<file path="src/shared/rtcc_pkg.sv">
// constants shared by the rtc control, timer and lost clock detector
package rtcc_pkg;

    // system clock and lost clock timeout
    localparam int unsigned RTCC_CLK_HZ = 25000000;
    localparam int unsigned RTCC_HZ_PER_MHZ = 1000000;
    localparam int unsigned RTCC_LOST_TIME_US = 100;
    localparam int unsigned RTCC_LOST_CYCLES = RTCC_LOST_TIME_US * (RTCC_CLK_HZ / RTCC_HZ_PER_MHZ);
    localparam int RTCC_LOST_W = 12;

    // timer width
    localparam int RTCC_TIMER_W = 32;

    // avalon slave shape
    localparam int RTCC_ADDR_W = 8;
    localparam int RTCC_DATA_W = 32;
    localparam int RTCC_BE_W = 4;

    // register byte addresses
    localparam logic [7:0] RTCC_OFS_CTRL = 8'h04;
    localparam logic [7:0] RTCC_OFS_SNAP = 8'h08;
    localparam logic [7:0] RTCC_OFS_MATCH = 8'h0C;

    // control and status bit positions
    localparam int RTCC_BIT_OSC_EN = 7;
    localparam int RTCC_BIT_LOST_EN = 6;
    localparam int RTCC_BIT_FAIL = 5;
    localparam int RTCC_BIT_RUN = 4;
    localparam int RTCC_BIT_AEN = 3;
    localparam int RTCC_BIT_ALARM = 2;
    localparam int RTCC_BIT_LOAD = 1;
    localparam int RTCC_BIT_SNAP = 0;

    // reset values
    localparam logic RTCC_RST_BIT = 1'b0;
    localparam logic RTCC_RST_FAIL = 1'b0;
    localparam logic [31:0] RTCC_RST_WORD = 32'h0000_0000;

endpackage

</file>
<file path="src/rtcc_control.sv">
// rtc control and status register block with avalon slave
`timescale 1ns/1ps
`default_nettype none

// Contract
// - oscillator enable bit switches slow oscillator and bias currents on or off.
// - lost clock detector runs only while its enable bit is one.
// - hardware sets the oscillator failure flag on a detector timeout.
// - failure flag stays set until software clears it.
// - failure flag is undefined while the oscillator is off.
// - run bit zero holds the timer count; one lets it count.
// - alarm events occur only while alarm enable is one.
// - writing alarm enable zero also clears the alarm flag.
// - set bit loads timer from capture value, hardware clears it when done.
// - capture bit copies timer to capture value, hardware clears it when done.
// - alarm flag lasts at most one slow oscillator cycle; the code holds it while run is zero and the count equals match.
// - detector times out when oscillator level stands over 100 us.
// - alarm bit reads alarm flag; writes set the auto reset enable.
// - auto reset clears timer one slow cycle after alarm deasserts.
// - alarm fires when timer exactly equals the match value.
module rtcc_control
    import rtcc_pkg::*;
#(
    parameter int TIMER_W = RTCC_TIMER_W,
    parameter logic [RTCC_LOST_W-1:0] LOST_LIMIT = RTCC_LOST_CYCLES[RTCC_LOST_W-1:0]
)(
    input wire logic clk,
    input wire logic nrst,
    input wire logic [RTCC_ADDR_W-1:0] avs_address,
    input wire logic avs_read,
    input wire logic avs_write,
    input wire logic [RTCC_DATA_W-1:0] avs_writedata,
    input wire logic [RTCC_BE_W-1:0] avs_byteenable,
    output logic [RTCC_DATA_W-1:0] avs_readdata,
    output logic avs_waitrequest,
    input wire logic slow_osc_in,
    output logic slow_osc_enable,
    output logic slow_osc_bias_enable,
    output logic osc_failure_flag,
    output logic alarm_event
);

    // address match used by both read and write decode
    function automatic logic addr_hit(input logic [RTCC_ADDR_W-1:0] addr, input logic [7:0] ofs);
        addr_hit = (addr == ofs);
    endfunction

    // byte lane merge for word registers
    function automatic logic [31:0] be_merge(input logic [31:0] old, input logic [31:0] wd,
                                             input logic [3:0] be);
        logic [31:0] res;
        res = old;
        for (int i = 0; i < 4; i++) begin
            if (be[i]) begin
                res[i*8 +: 8] = wd[i*8 +: 8];
            end
        end
        be_merge = res;
    endfunction

    // control and status state
    logic osc_en_r;
    logic lost_en_r;
    logic fail_r;
    logic run_r;
    logic aen_r;
    logic autorst_r;
    logic load_req_r;
    logic snap_req_r;
    logic [TIMER_W-1:0] capture_r;
    logic [TIMER_W-1:0] match_r;

    // bus handshake state
    logic wait_r;
    logic wait_nxt;
    logic [RTCC_DATA_W-1:0] rdata_r;
    logic [RTCC_DATA_W-1:0] rdata_nxt;

    // slow oscillator synchroniser and edge detect
    logic osc_s1_r;
    logic osc_s2_r;
    logic osc_s3_r;
    logic tick;

    // sub block links
    logic lost_timeout;
    logic alarm_flag;
    logic load_done;
    logic snap_done;
    logic [TIMER_W-1:0] snap_value;

    // decoded bus events
    logic req;
    logic done;
    logic wr_ctrl;
    logic wr_snap;
    logic wr_match;
    logic [7:0] ctrl_byte;

    // request is accepted at the edge where waitrequest is low
    assign req = avs_read || avs_write;
    assign done = req && !wait_r;
    assign wr_ctrl = done && avs_write && addr_hit(avs_address, RTCC_OFS_CTRL) && avs_byteenable[0];
    assign wr_snap = done && avs_write && addr_hit(avs_address, RTCC_OFS_SNAP);
    assign wr_match = done && avs_write && addr_hit(avs_address, RTCC_OFS_MATCH);

    // outputs taken straight from state flops
    assign avs_waitrequest = wait_r;
    assign avs_readdata = rdata_r;
    assign slow_osc_enable = osc_en_r;
    assign slow_osc_bias_enable = osc_en_r;
    assign osc_failure_flag = fail_r;

    // status byte as software sees it
    always_comb begin
        ctrl_byte = 8'h00;
        ctrl_byte[RTCC_BIT_OSC_EN] = osc_en_r;
        ctrl_byte[RTCC_BIT_LOST_EN] = lost_en_r;
        ctrl_byte[RTCC_BIT_FAIL] = fail_r;
        ctrl_byte[RTCC_BIT_RUN] = run_r;
        ctrl_byte[RTCC_BIT_AEN] = aen_r;
        ctrl_byte[RTCC_BIT_ALARM] = alarm_flag;
        ctrl_byte[RTCC_BIT_LOAD] = load_req_r;
        ctrl_byte[RTCC_BIT_SNAP] = snap_req_r;
    end

    // one wait cycle, then a single cycle with waitrequest low
    always_comb begin
        wait_nxt = !(req && wait_r);
    end

    // read mux sampled when waitrequest drops; unmapped reads give zero
    always_comb begin
        rdata_nxt = rdata_r;
        if (req && wait_r && avs_read) begin
            if (addr_hit(avs_address, RTCC_OFS_CTRL)) begin
                rdata_nxt = {24'h000000, ctrl_byte};
            end else if (addr_hit(avs_address, RTCC_OFS_SNAP)) begin
                rdata_nxt = capture_r;
            end else if (addr_hit(avs_address, RTCC_OFS_MATCH)) begin
                rdata_nxt = match_r;
            end else begin
                rdata_nxt = RTCC_RST_WORD;
            end
        end
    end

    // bus handshake flops
    always_ff @(posedge clk) begin
        if (!nrst) begin
            wait_r <= 1'b1;
            rdata_r <= RTCC_RST_WORD;
        end else begin
            wait_r <= wait_nxt;
            rdata_r <= rdata_nxt;
        end
    end

    // oscillator pin passes two flops before any use
    always_ff @(posedge clk) begin
        if (!nrst) begin
            osc_s1_r <= RTCC_RST_BIT;
            osc_s2_r <= RTCC_RST_BIT;
            osc_s3_r <= RTCC_RST_BIT;
        end else begin
            osc_s1_r <= slow_osc_in;
            osc_s2_r <= osc_s1_r;
            osc_s3_r <= osc_s2_r;
        end
    end

    // one slow oscillator cycle is one rising edge, only while enabled
    assign tick = osc_s2_r && !osc_s3_r && osc_en_r;

    // plain read and write control bits
    always_ff @(posedge clk) begin
        if (!nrst) begin
            osc_en_r <= RTCC_RST_BIT;
            lost_en_r <= RTCC_RST_BIT;
            run_r <= RTCC_RST_BIT;
            aen_r <= RTCC_RST_BIT;
            autorst_r <= RTCC_RST_BIT;
        end else if (wr_ctrl) begin
            osc_en_r <= avs_writedata[RTCC_BIT_OSC_EN];
            lost_en_r <= avs_writedata[RTCC_BIT_LOST_EN];
            run_r <= avs_writedata[RTCC_BIT_RUN];
            aen_r <= avs_writedata[RTCC_BIT_AEN];
            autorst_r <= avs_writedata[RTCC_BIT_ALARM];
        end
    end

    // failure flag: hardware set wins over a software clear
    always_ff @(posedge clk) begin
        if (!nrst) begin
            fail_r <= RTCC_RST_FAIL;
        end else if (lost_timeout) begin
            fail_r <= 1'b1;
        end else if (wr_ctrl && !avs_writedata[RTCC_BIT_FAIL]) begin
            fail_r <= 1'b0;
        end
    end

    // load request: software sets, completion from the timer clears
    always_ff @(posedge clk) begin
        if (!nrst) begin
            load_req_r <= RTCC_RST_BIT;
        end else if (wr_ctrl && avs_writedata[RTCC_BIT_LOAD]) begin
            load_req_r <= 1'b1;
        end else if (load_done) begin
            load_req_r <= 1'b0;
        end
    end

    // snapshot request: software sets, completion from the timer clears
    always_ff @(posedge clk) begin
        if (!nrst) begin
            snap_req_r <= RTCC_RST_BIT;
        end else if (wr_ctrl && avs_writedata[RTCC_BIT_SNAP]) begin
            snap_req_r <= 1'b1;
        end else if (snap_done) begin
            snap_req_r <= 1'b0;
        end
    end

    // capture word: software load value or timer snapshot
    always_ff @(posedge clk) begin
        if (!nrst) begin
            capture_r <= TIMER_W'(RTCC_RST_WORD);
        end else if (snap_done) begin
            capture_r <= snap_value;
        end else if (wr_snap) begin
            capture_r <= be_merge(capture_r, avs_writedata, avs_byteenable);
        end
    end

    // alarm match word
    always_ff @(posedge clk) begin
        if (!nrst) begin
            match_r <= TIMER_W'(RTCC_RST_WORD);
        end else if (wr_match) begin
            match_r <= be_merge(match_r, avs_writedata, avs_byteenable);
        end
    end

    // alarm event output follows the flag
    always_ff @(posedge clk) begin
        if (!nrst) begin
            alarm_event <= RTCC_RST_BIT;
        end else begin
            alarm_event <= alarm_flag;
        end
    end

    // lost clock detector watches the synchronised level
    rtcc_lost_clk #(
        .CNT_W(RTCC_LOST_W),
        .LIMIT(LOST_LIMIT)
    ) u_lost (
        .clk(clk),
        .nrst(nrst),
        .enable(lost_en_r),
        .level(osc_s2_r),
        .timeout(lost_timeout)
    );

    // timer, alarm and transfers on the slow tick
    rtcc_timer #(
        .WIDTH(TIMER_W)
    ) u_timer (
        .clk(clk),
        .nrst(nrst),
        .tick(tick),
        .run(run_r),
        .load_req(load_req_r),
        .load_value(capture_r),
        .snap_req(snap_req_r),
        .alarm_en(aen_r),
        .alarm_clr(wr_ctrl && !avs_writedata[RTCC_BIT_AEN]),
        .auto_reset(autorst_r),
        .match_value(match_r),
        .snap_value(snap_value),
        .load_done(load_done),
        .snap_done(snap_done),
        .alarm_flag(alarm_flag)
    );

endmodule

`default_nettype wire

</file>
<file path="src/rtcc_lost_clk.sv">
// missing slow clock detector: flags a stuck oscillator level
`timescale 1ns/1ps
`default_nettype none

module rtcc_lost_clk
    import rtcc_pkg::*;
#(
    parameter int CNT_W = RTCC_LOST_W,
    parameter logic [RTCC_LOST_W-1:0] LIMIT = RTCC_LOST_CYCLES[RTCC_LOST_W-1:0]
)(
    input wire logic clk,
    input wire logic nrst,
    input wire logic enable,
    input wire logic level,
    output logic timeout
);

    logic level_d_r;
    logic [CNT_W-1:0] cnt_r;
    logic stuck;

    assign stuck = (level == level_d_r);

    // remember the last level to find edges
    always_ff @(posedge clk) begin
        if (!nrst) begin
            level_d_r <= RTCC_RST_BIT;
        end else begin
            level_d_r <= level;
        end
    end

    // cycles since the last edge, saturating at the limit
    always_ff @(posedge clk) begin
        if (!nrst) begin
            cnt_r <= '0;
        end else if (!enable || !stuck) begin
            cnt_r <= '0;
        end else if (cnt_r != LIMIT) begin
            cnt_r <= cnt_r + CNT_W'(1);
        end
    end

    // one shot pulse when the level has stood past the limit
    always_ff @(posedge clk) begin
        if (!nrst) begin
            timeout <= RTCC_RST_BIT;
        end else begin
            timeout <= enable && stuck && (cnt_r == LIMIT - CNT_W'(1));
        end
    end

endmodule

`default_nettype wire

</file>
<file path="src/rtcc_timer.sv">
// 32-bit slow tick timer with load, snapshot, alarm match and auto reset
`timescale 1ns/1ps
`default_nettype none

module rtcc_timer
    import rtcc_pkg::*;
#(
    parameter int WIDTH = RTCC_TIMER_W
)(
    input wire logic clk,
    input wire logic nrst,
    input wire logic tick,
    input wire logic run,
    input wire logic load_req,
    input wire logic [WIDTH-1:0] load_value,
    input wire logic snap_req,
    input wire logic alarm_en,
    input wire logic alarm_clr,
    input wire logic auto_reset,
    input wire logic [WIDTH-1:0] match_value,
    output logic [WIDTH-1:0] snap_value,
    output logic load_done,
    output logic snap_done,
    output logic alarm_flag
);

    logic [WIDTH-1:0] count_r;
    logic alarm_prev_r;

    // counter: load first, then auto reset, then run
    always_ff @(posedge clk) begin
        if (!nrst) begin
            count_r <= WIDTH'(RTCC_RST_WORD);
        end else if (tick) begin
            if (load_req) begin
                count_r <= load_value;
            end else if (auto_reset && alarm_prev_r && !alarm_flag) begin
                count_r <= '0;
            end else if (run) begin
                count_r <= count_r + WIDTH'(1);
            end
        end
    end

    // snapshot copy and completion pulses
    always_ff @(posedge clk) begin
        if (!nrst) begin
            snap_value <= WIDTH'(RTCC_RST_WORD);
            snap_done <= RTCC_RST_BIT;
            load_done <= RTCC_RST_BIT;
        end else begin
            if (tick && snap_req) begin
                snap_value <= count_r;
            end
            snap_done <= tick && snap_req;
            load_done <= tick && load_req;
        end
    end

    // alarm flag is recomputed on each slow tick; it lives one tick while the count moves on
    always_ff @(posedge clk) begin
        if (!nrst) begin
            alarm_flag <= RTCC_RST_BIT;
            alarm_prev_r <= RTCC_RST_BIT;
        end else if (alarm_clr) begin
            alarm_flag <= RTCC_RST_BIT;
            alarm_prev_r <= RTCC_RST_BIT;
        end else if (tick) begin
            alarm_flag <= alarm_en && (count_r == match_value);
            alarm_prev_r <= alarm_flag;
        end
    end

endmodule

`default_nettype wire
</file>
<file path="config.mk">
export PLATFORM = sky130hd
export DESIGN_NAME = rtcc_control
export DESIGN_NICKNAME = d
export VERILOG_FILES = /design/src/shared/rtcc_pkg.sv /design/src/rtcc_control.sv /design/src/rtcc_lost_clk.sv /design/src/rtcc_timer.sv
export SDC_FILE = /design/constraint.sdc
export NUM_CORES = 1
export LEC_CHECK = 0
export CORE_ASPECT_RATIO = 1.1
export CORE_MARGIN = 2
export CORE_UTILIZATION = 45
export CTS_BUF_LIST = sky130_fd_sc_hd__clkbuf_8 sky130_fd_sc_hd__clkbuf_16
export CTS_CLUSTER_DIAMETER = 40
export DETAILED_ROUTE_END_ITERATION = 12
export DONT_BUFFER_PORTS = 1
export GPL_TIMING_DRIVEN = 1
export PLACE_DENSITY = 0.66
export SLEW_MARGIN = 20
export SYNTH_ARGS = -nofsm -noshare
export SYNTH_HDL_FRONTEND = slang
export SYNTH_HIERARCHICAL = 1
export SYNTH_SLANG_ARGS = --single-unit
</file>
<file path="constraint.sdc">
create_clock -name clk -period 2.9 [get_ports clk]
set_input_delay 0.58 -clock clk [delete_from_list [all_inputs] [get_ports clk]]
set_output_delay 0.58 -clock clk [all_outputs]
set_load 0.005 [all_outputs]
</file>
=== After elaboration in Yosys (flattened, before gate mapping) ===
Index checks and enable logic that the tools add are counted.

* Output and inout port bits: 37
* Flip-flop bits (word level): 190
* Input bits: 49

* Add/subtract/negate cells: 2
* Eq/ne operators: 7
* Bitwise gates (word level): 1
* Mux-type cells: 18
* Reductions and logical operators: 51

{| class="wikitable"
|+ Operator list
! kind !! number
|-
| 2-to-1 mux 32 bit || 8
|-
| adder 32 x 1 -> 32 bit, second input constant || 1
|-
| == test 32 bit || 1
|-
| 2-to-1 mux 8 bit || 4
|-
| logical AND 1 bit || 21
|-
| AND reduction 2 bit || 9
|-
| == test 8 x 4 -> 1 bit, second input constant || 2
|-
| nonzero test 2 bit || 8
|-
| adder 12 x 1 -> 12 bit, second input constant || 1
|-
| == test 12 bit, second input constant || 1
|-
| != test 12 bit, second input constant || 1
|-
| == test 8 x 3 -> 1 bit, second input constant || 1
|-
| zero test 1 bit || 8
|-
| 2-to-1 mux 1 bit || 6
|-
| OR reduction 2 bit || 2
|-
| nonzero test 3 bit || 1
|-
| logical OR 1 bit || 2
|-
| == test 1 bit || 1
|-
| NOT 1 bit || 1
|}

=== Logic depth before layout (Yosys ltp) ===
* Depth in word-level cells: 8
* Mapped depth: 10
* Mapped depth without buffers: 8

=== Hierarchy ===
The synthesis kept the hierarchy.

{| class="wikitable"
|+ By module, submodules not included
! module !! sequential area each (um^2) !! area an instance (um^2) !! times used !! cells an instance
|-
| rtcc_control || 2182.1 || 4724.5 || 1 || 487
|-
| rtcc_timer || 1361.3 || 3781.1 || 1 || 501
|-
| rtcc_lost_clk || 280.3 || 693.2 || 1 || 76
|}

=== Least setup slack after synthesis ===
OpenSTA, ideal clock, no wires.

* Path type: input to register
* Start: input port avs_address[0]
* End: register u_timer.alarm_flag
* Slack: 656 ps
* Arrival time: 2131 ps
* Setup time: 113 ps
* Stages: 10
* Data required time: 2787 ps
* Buffers on the path: 2
* Cells stage by stage: buf_2 > nor4b_2 > buf_2 > nand4_4 > nor2_1 > nor2b_1 > nand4_1 > nor4_1 > nand3_1 > nand2_1

* Word-level cells in the longest chain between the ends: 5

{| class="wikitable"
|+ RTL lines
! item !! line !! text
|-
| start, declared || rtcc_control.sv:29 || <nowiki>input wire logic [RTCC_ADDR_W-1:0] avs_address,</nowiki>
|-
| == test 8 x 3 -> 1 bit || rtcc_control.sv:45 || <nowiki>addr_hit = (addr == ofs);</nowiki>
|-
| logical AND 1 bit (2 in series) || rtcc_control.sv:103 || <nowiki>assign wr_ctrl = done && avs_write && addr_hit(avs_address, RTCC_OFS_CTRL) && avs_byteenable[0];</nowiki>
|-
| logical AND 1 bit || rtcc_control.sv:278 || <nowiki>.alarm_clr(wr_ctrl && !avs_writedata[RTCC_BIT_AEN]),</nowiki>
|-
| OR reduction 2 bit (no line) || -- ||
|-
| end signal, assigned || rtcc_timer.sv:69 || <nowiki>alarm_flag <= alarm_en && (count_r == match_value);</nowiki>
|-
| end, declared || rtcc_timer.sv:24 || <nowiki>output logic alarm_flag</nowiki>
|}

Every way passes these cells.
A chain may end at the register's enable or synchronous reset.

=== Final worst setup path ===
* Start: register u_timer.count_r[0]
* End: register u_timer.count_r[30]

* Word-level cells in the longest chain between the ends: 4

{| class="wikitable"
|+ RTL lines
! item !! line !! text
|-
| start, declared || rtcc_timer.sv:27 || <nowiki>logic [WIDTH-1:0] count_r;</nowiki>
|-
| start signal, assigned || rtcc_timer.sv:33 || <nowiki>count_r <= WIDTH'(RTCC_RST_WORD);</nowiki>
|-
| start signal, assigned || rtcc_timer.sv:36 || <nowiki>count_r <= load_value;</nowiki>
|-
| start signal, assigned || rtcc_timer.sv:40 || <nowiki>count_r <= count_r + WIDTH'(1);</nowiki>
|-
| adder 32 x 1 -> 32 bit || rtcc_timer.sv:40 ||
|-
| 2-to-1 mux 32 bit || rtcc_timer.sv:39 || <nowiki>end else if (run) begin</nowiki>
|-
| 2-to-1 mux 32 bit || rtcc_timer.sv:37 || <nowiki>end else if (auto_reset && alarm_prev_r && !alarm_flag) begin</nowiki>
|-
| 2-to-1 mux 32 bit || rtcc_timer.sv:35 || <nowiki>if (load_req) begin</nowiki>
|}

Every way passes these cells. The select of a mux whose other input is x is not followed.

==> reports/qor.csv <==
metric,value,unit
grt_setup_unrepaired,no,
setup_tns,0,ns
regToRegStartpoint,u_timer/count_r[0],
finalMaxSlewViolations,0,
drtIter0Drc,716,
grt.total_usage,24.0,%
max_stage_delay,0.52,ns
period_needed,2.41,ns
crit_family,simple AND/OR/NAND/NOR gates,
dp_hpwl,17.7,mm
post-cts-setup-buffer-count,0,
synthDistinctLibCells,68,
cap_violations,0,
antenna_found_initial,0,
htreeDepth,4,
area_growth,7.97,%
num_vias,7802,
reg2reg_to,u_timer/count_r[30],
switching_share,24.5,%
chipWidth,140,um
p_leak,3.40,nW
cp.arrival,2.77,ns
dp_cells,1251,
drc,0,
max_clock_freq,416,MHz
initial_core_util,46.2,%
highest_layer,met4,
grt_max_degree,130,
wl_met3,1.37,mm
final.period_utilization,83.0,%
hold_end,avs_waitrequest,
grt_pass1_vias,7237,
drtPass1Iterations,7,
finalWirelength,25.7,mm
antenna_left,0,
wl_met2,12.3,mm
cp_max_fo,8,
syn_inst,1064,
synth_edf_count,0,
synth_top_area_share,41.6,%
die_h,154,um
num-fill-cells,1914,
timing.critical_path.cells,ha_1 -> nand4_4 -> nor3_2 -> nand3_1 -> or4_1 -> a31oi_1,
crit_buf_inv,0,
end_kind,flop,
seq_area,0.00382,mm2
root_buffer,clkbuf_16,
place_congestion,0.900,
final_cell_count_no_fill,1283,
rows,54,
overflow,0,
holdBufCountCts,0,
multi_input_area,0.00498,mm2
final_nets,1070,
pwr-share-comb,3.9,%
ys_seq_elements,191,
crit_slowest_cell,nor3_2,
outcome,"complete, no violations",
fin_hold_ws,0.249,ns
critPathLaunch,u_timer/count_r[0],
cts_tree,built,
synth_top_cells_by_area,"dfxtp_1 (42%), nand2_1 (8.8%), mux2i_1 (7.6%), a21oi_1 (3.1%), o21ai_0 (3.0%)",
p_seq_share,51.4,%
power.share.clock,44.8,%
path_depth,6,
hold_depth,1,
p_int,3.95,mW
power_density,527,mW/mm2
mappedNetlistNets,1116,
hold_path_class,primary input to flop,
post_cts_resized,0,
grt_first_pass_wirelength,41.3,mm
fin_util,49.8,%
async_reset_ff_share,0,%
placeableCoreArea,0.0199,mm2
path_class,flop to flop,
cts_buffer_depth,2,
syn_area,0.00920,mm2
hold_viol,0,
finalSetupViolations,0,
drt-vias-per-instance,6.08,
regToRegSetupSlack,0.49,ns
synth_ff_type,dfxtp_1,
peakVddDrop,0.402,mV
place.port_buffers,0,
pin_count,86,
relSlewSlack,40.5,%
yosys_warnings,6,
avgSynthCellArea,8.65,um2
die_area,0.0216,mm2
seq_area_frac_synth,41.6,%
worst_setup_path_start_kind,flop,
worst_slew_pin_slew,0.889,ns
wl_met1,11.2,mm
crit_required,3.27,ns
cts_made_buffers,17,
hold_start,avs_read,
clock-sinks,191,
fin_skew,0.0128,ns
wl_per_cell,20.0,um
antennaDiodeCount,0,
rr_worst_depth,6,
yosys.area.top_type,dfxtp_1,
drive_above_1_share,10.6,%
clock_latency,0.44,ns
clk_pin_slew,0.08,ns
p_sw,1.28,mW
-- cells in the final DEF, fill, tap and decap left out, types with 18 or more instances in the layout --
| cell | count |
|---|---|
| nor2_1 | 21 |
| nand4_1 | 24 |
| dfxtp_1 | 191 |
| a22oi_1 | 18 |
| nand2_1 | 215 |
| xnor2_1 | 30 |
| o21ai_0 | 55 |
| mux2i_1 | 70 |
| buf_4 | 20 |
| nand3_1 | 33 |
| or3_1 | 18 |
| o221a_2 | 21 |
| o21a_1 | 28 |
| a21oi_1 | 57 |
-- synthesized netlist by cell type, types with 5 or more instances --
library cell,number
o21a_1,28
o31ai_1,9
o21ai_0,55
o211ai_1,5
nand3_1,33
mux2i_1,70
buf_2,11
nor2b_1,6
dfxtp_1,191
and2_1,11
o22ai_1,6
nand4_1,24
a22oi_1,18
and3_1,10
or4_1,9
nor2_1,21
o221a_2,21
a21oi_1,57
nor3_1,14
a311oi_1,8
mux2_2,8
xnor2_1,30
nor4_1,17
nand2_1,215
a31oi_1,6
inv_1,10
clkbuf_1,62
buf_1,8
or3_1,18
-- state kept, by name, summed over array words and instances, names as in the netlist, 12 cells and up --
name and cells:
avs_readdata 32, capture_r 32, match_r 32, u_lost/cnt_r 12, u_timer/count_r 32, u_timer/snap_value 32
-- worst max path at each step --
stage	slack, ns	end
global placement	0.57	u_timer/count_r[28]
global route	0.37	u_timer/count_r[30]
CTS	0.53	u_timer/count_r[28]
floorplan	0.66	u_timer/alarm_flag
detailed placement	0.54	u_timer/count_r[28]
finish	0.49	u_timer/count_r[30]
-- power groups by stage --
| stage | clock network [mW] | logic, mW | registers [mW] |
|---|---|---|---|
| after floorplan | 0 | 0.220 | 2.72 |
| final | 2.34 | 0.203 | 2.69 |
| after CTS | 2.38 | 0.203 | 2.69 |
| after global placement | 0 | 0.200 | 2.75 |
| after detailed placement | 0 | 0.202 | 2.75 |
| after global routing | 2.50 | 0.223 | 2.69 |
-- worst register-to-register path, cell delays in order, from the launching register on --
cell	delay, ns
dfxtp_1	0.46
ha_1	0.30
nand4_4	0.18
nor3_2	0.52
nand3_1	0.18
or4_1	0.52
a31oi_1	0.16
-- cell type report --
type                            instances  share of cell area (%)
Clock buffer                           17                    4.28
Clock inverter                         15                    1.56
Inverter                               10                   0.378
Multi-Input combinational cell        776                    50.2
Sequential cell                       191                    38.5
Tap cell                              252                    3.17
Timing Repair Buffer                   22                    1.91
-- per-layer routing --
| metal | track usage [%] | up-vias |
|---|---|---|
| met5 | 0 | - |
| met4 | 8.71 | 0 |
| met3 | 5.20 | 41 |
| met2 | 39.3 | 227 |
| met1 | 31.2 | 3767 |
| li1 | - | 3767 |
-- cell families (layout without fill, tap and decap cells) --
family / count (synthesis) / in the layout / synth area share, %
simple gates: 413 / 413 / 23.1
flops: 191 / 191 / 41.6
xor+xnor: 34 / 34 / 3.24
mux: 78 / 78 / 8.60
fa+ha+maj: 3 / 3 / 0.408
buf+inv: 97 / 64 / 4.38
compound gates: 248 / 248 / 18.7
-- through the flow --
step	setup WS (ns)	power [mW]	area, um2
2_1_floorplan	0.656	2.94	9200
3_3_place_gp	0.566	2.95	9350
3_5_place_dp	0.541	2.95	9350
4_1_cts	0.531	5.27	9930
5_1_grt	0.370	5.41	9930
6_report	0.494	5.24	9930
No activity file was read; power rests on OpenSTA's default activity.
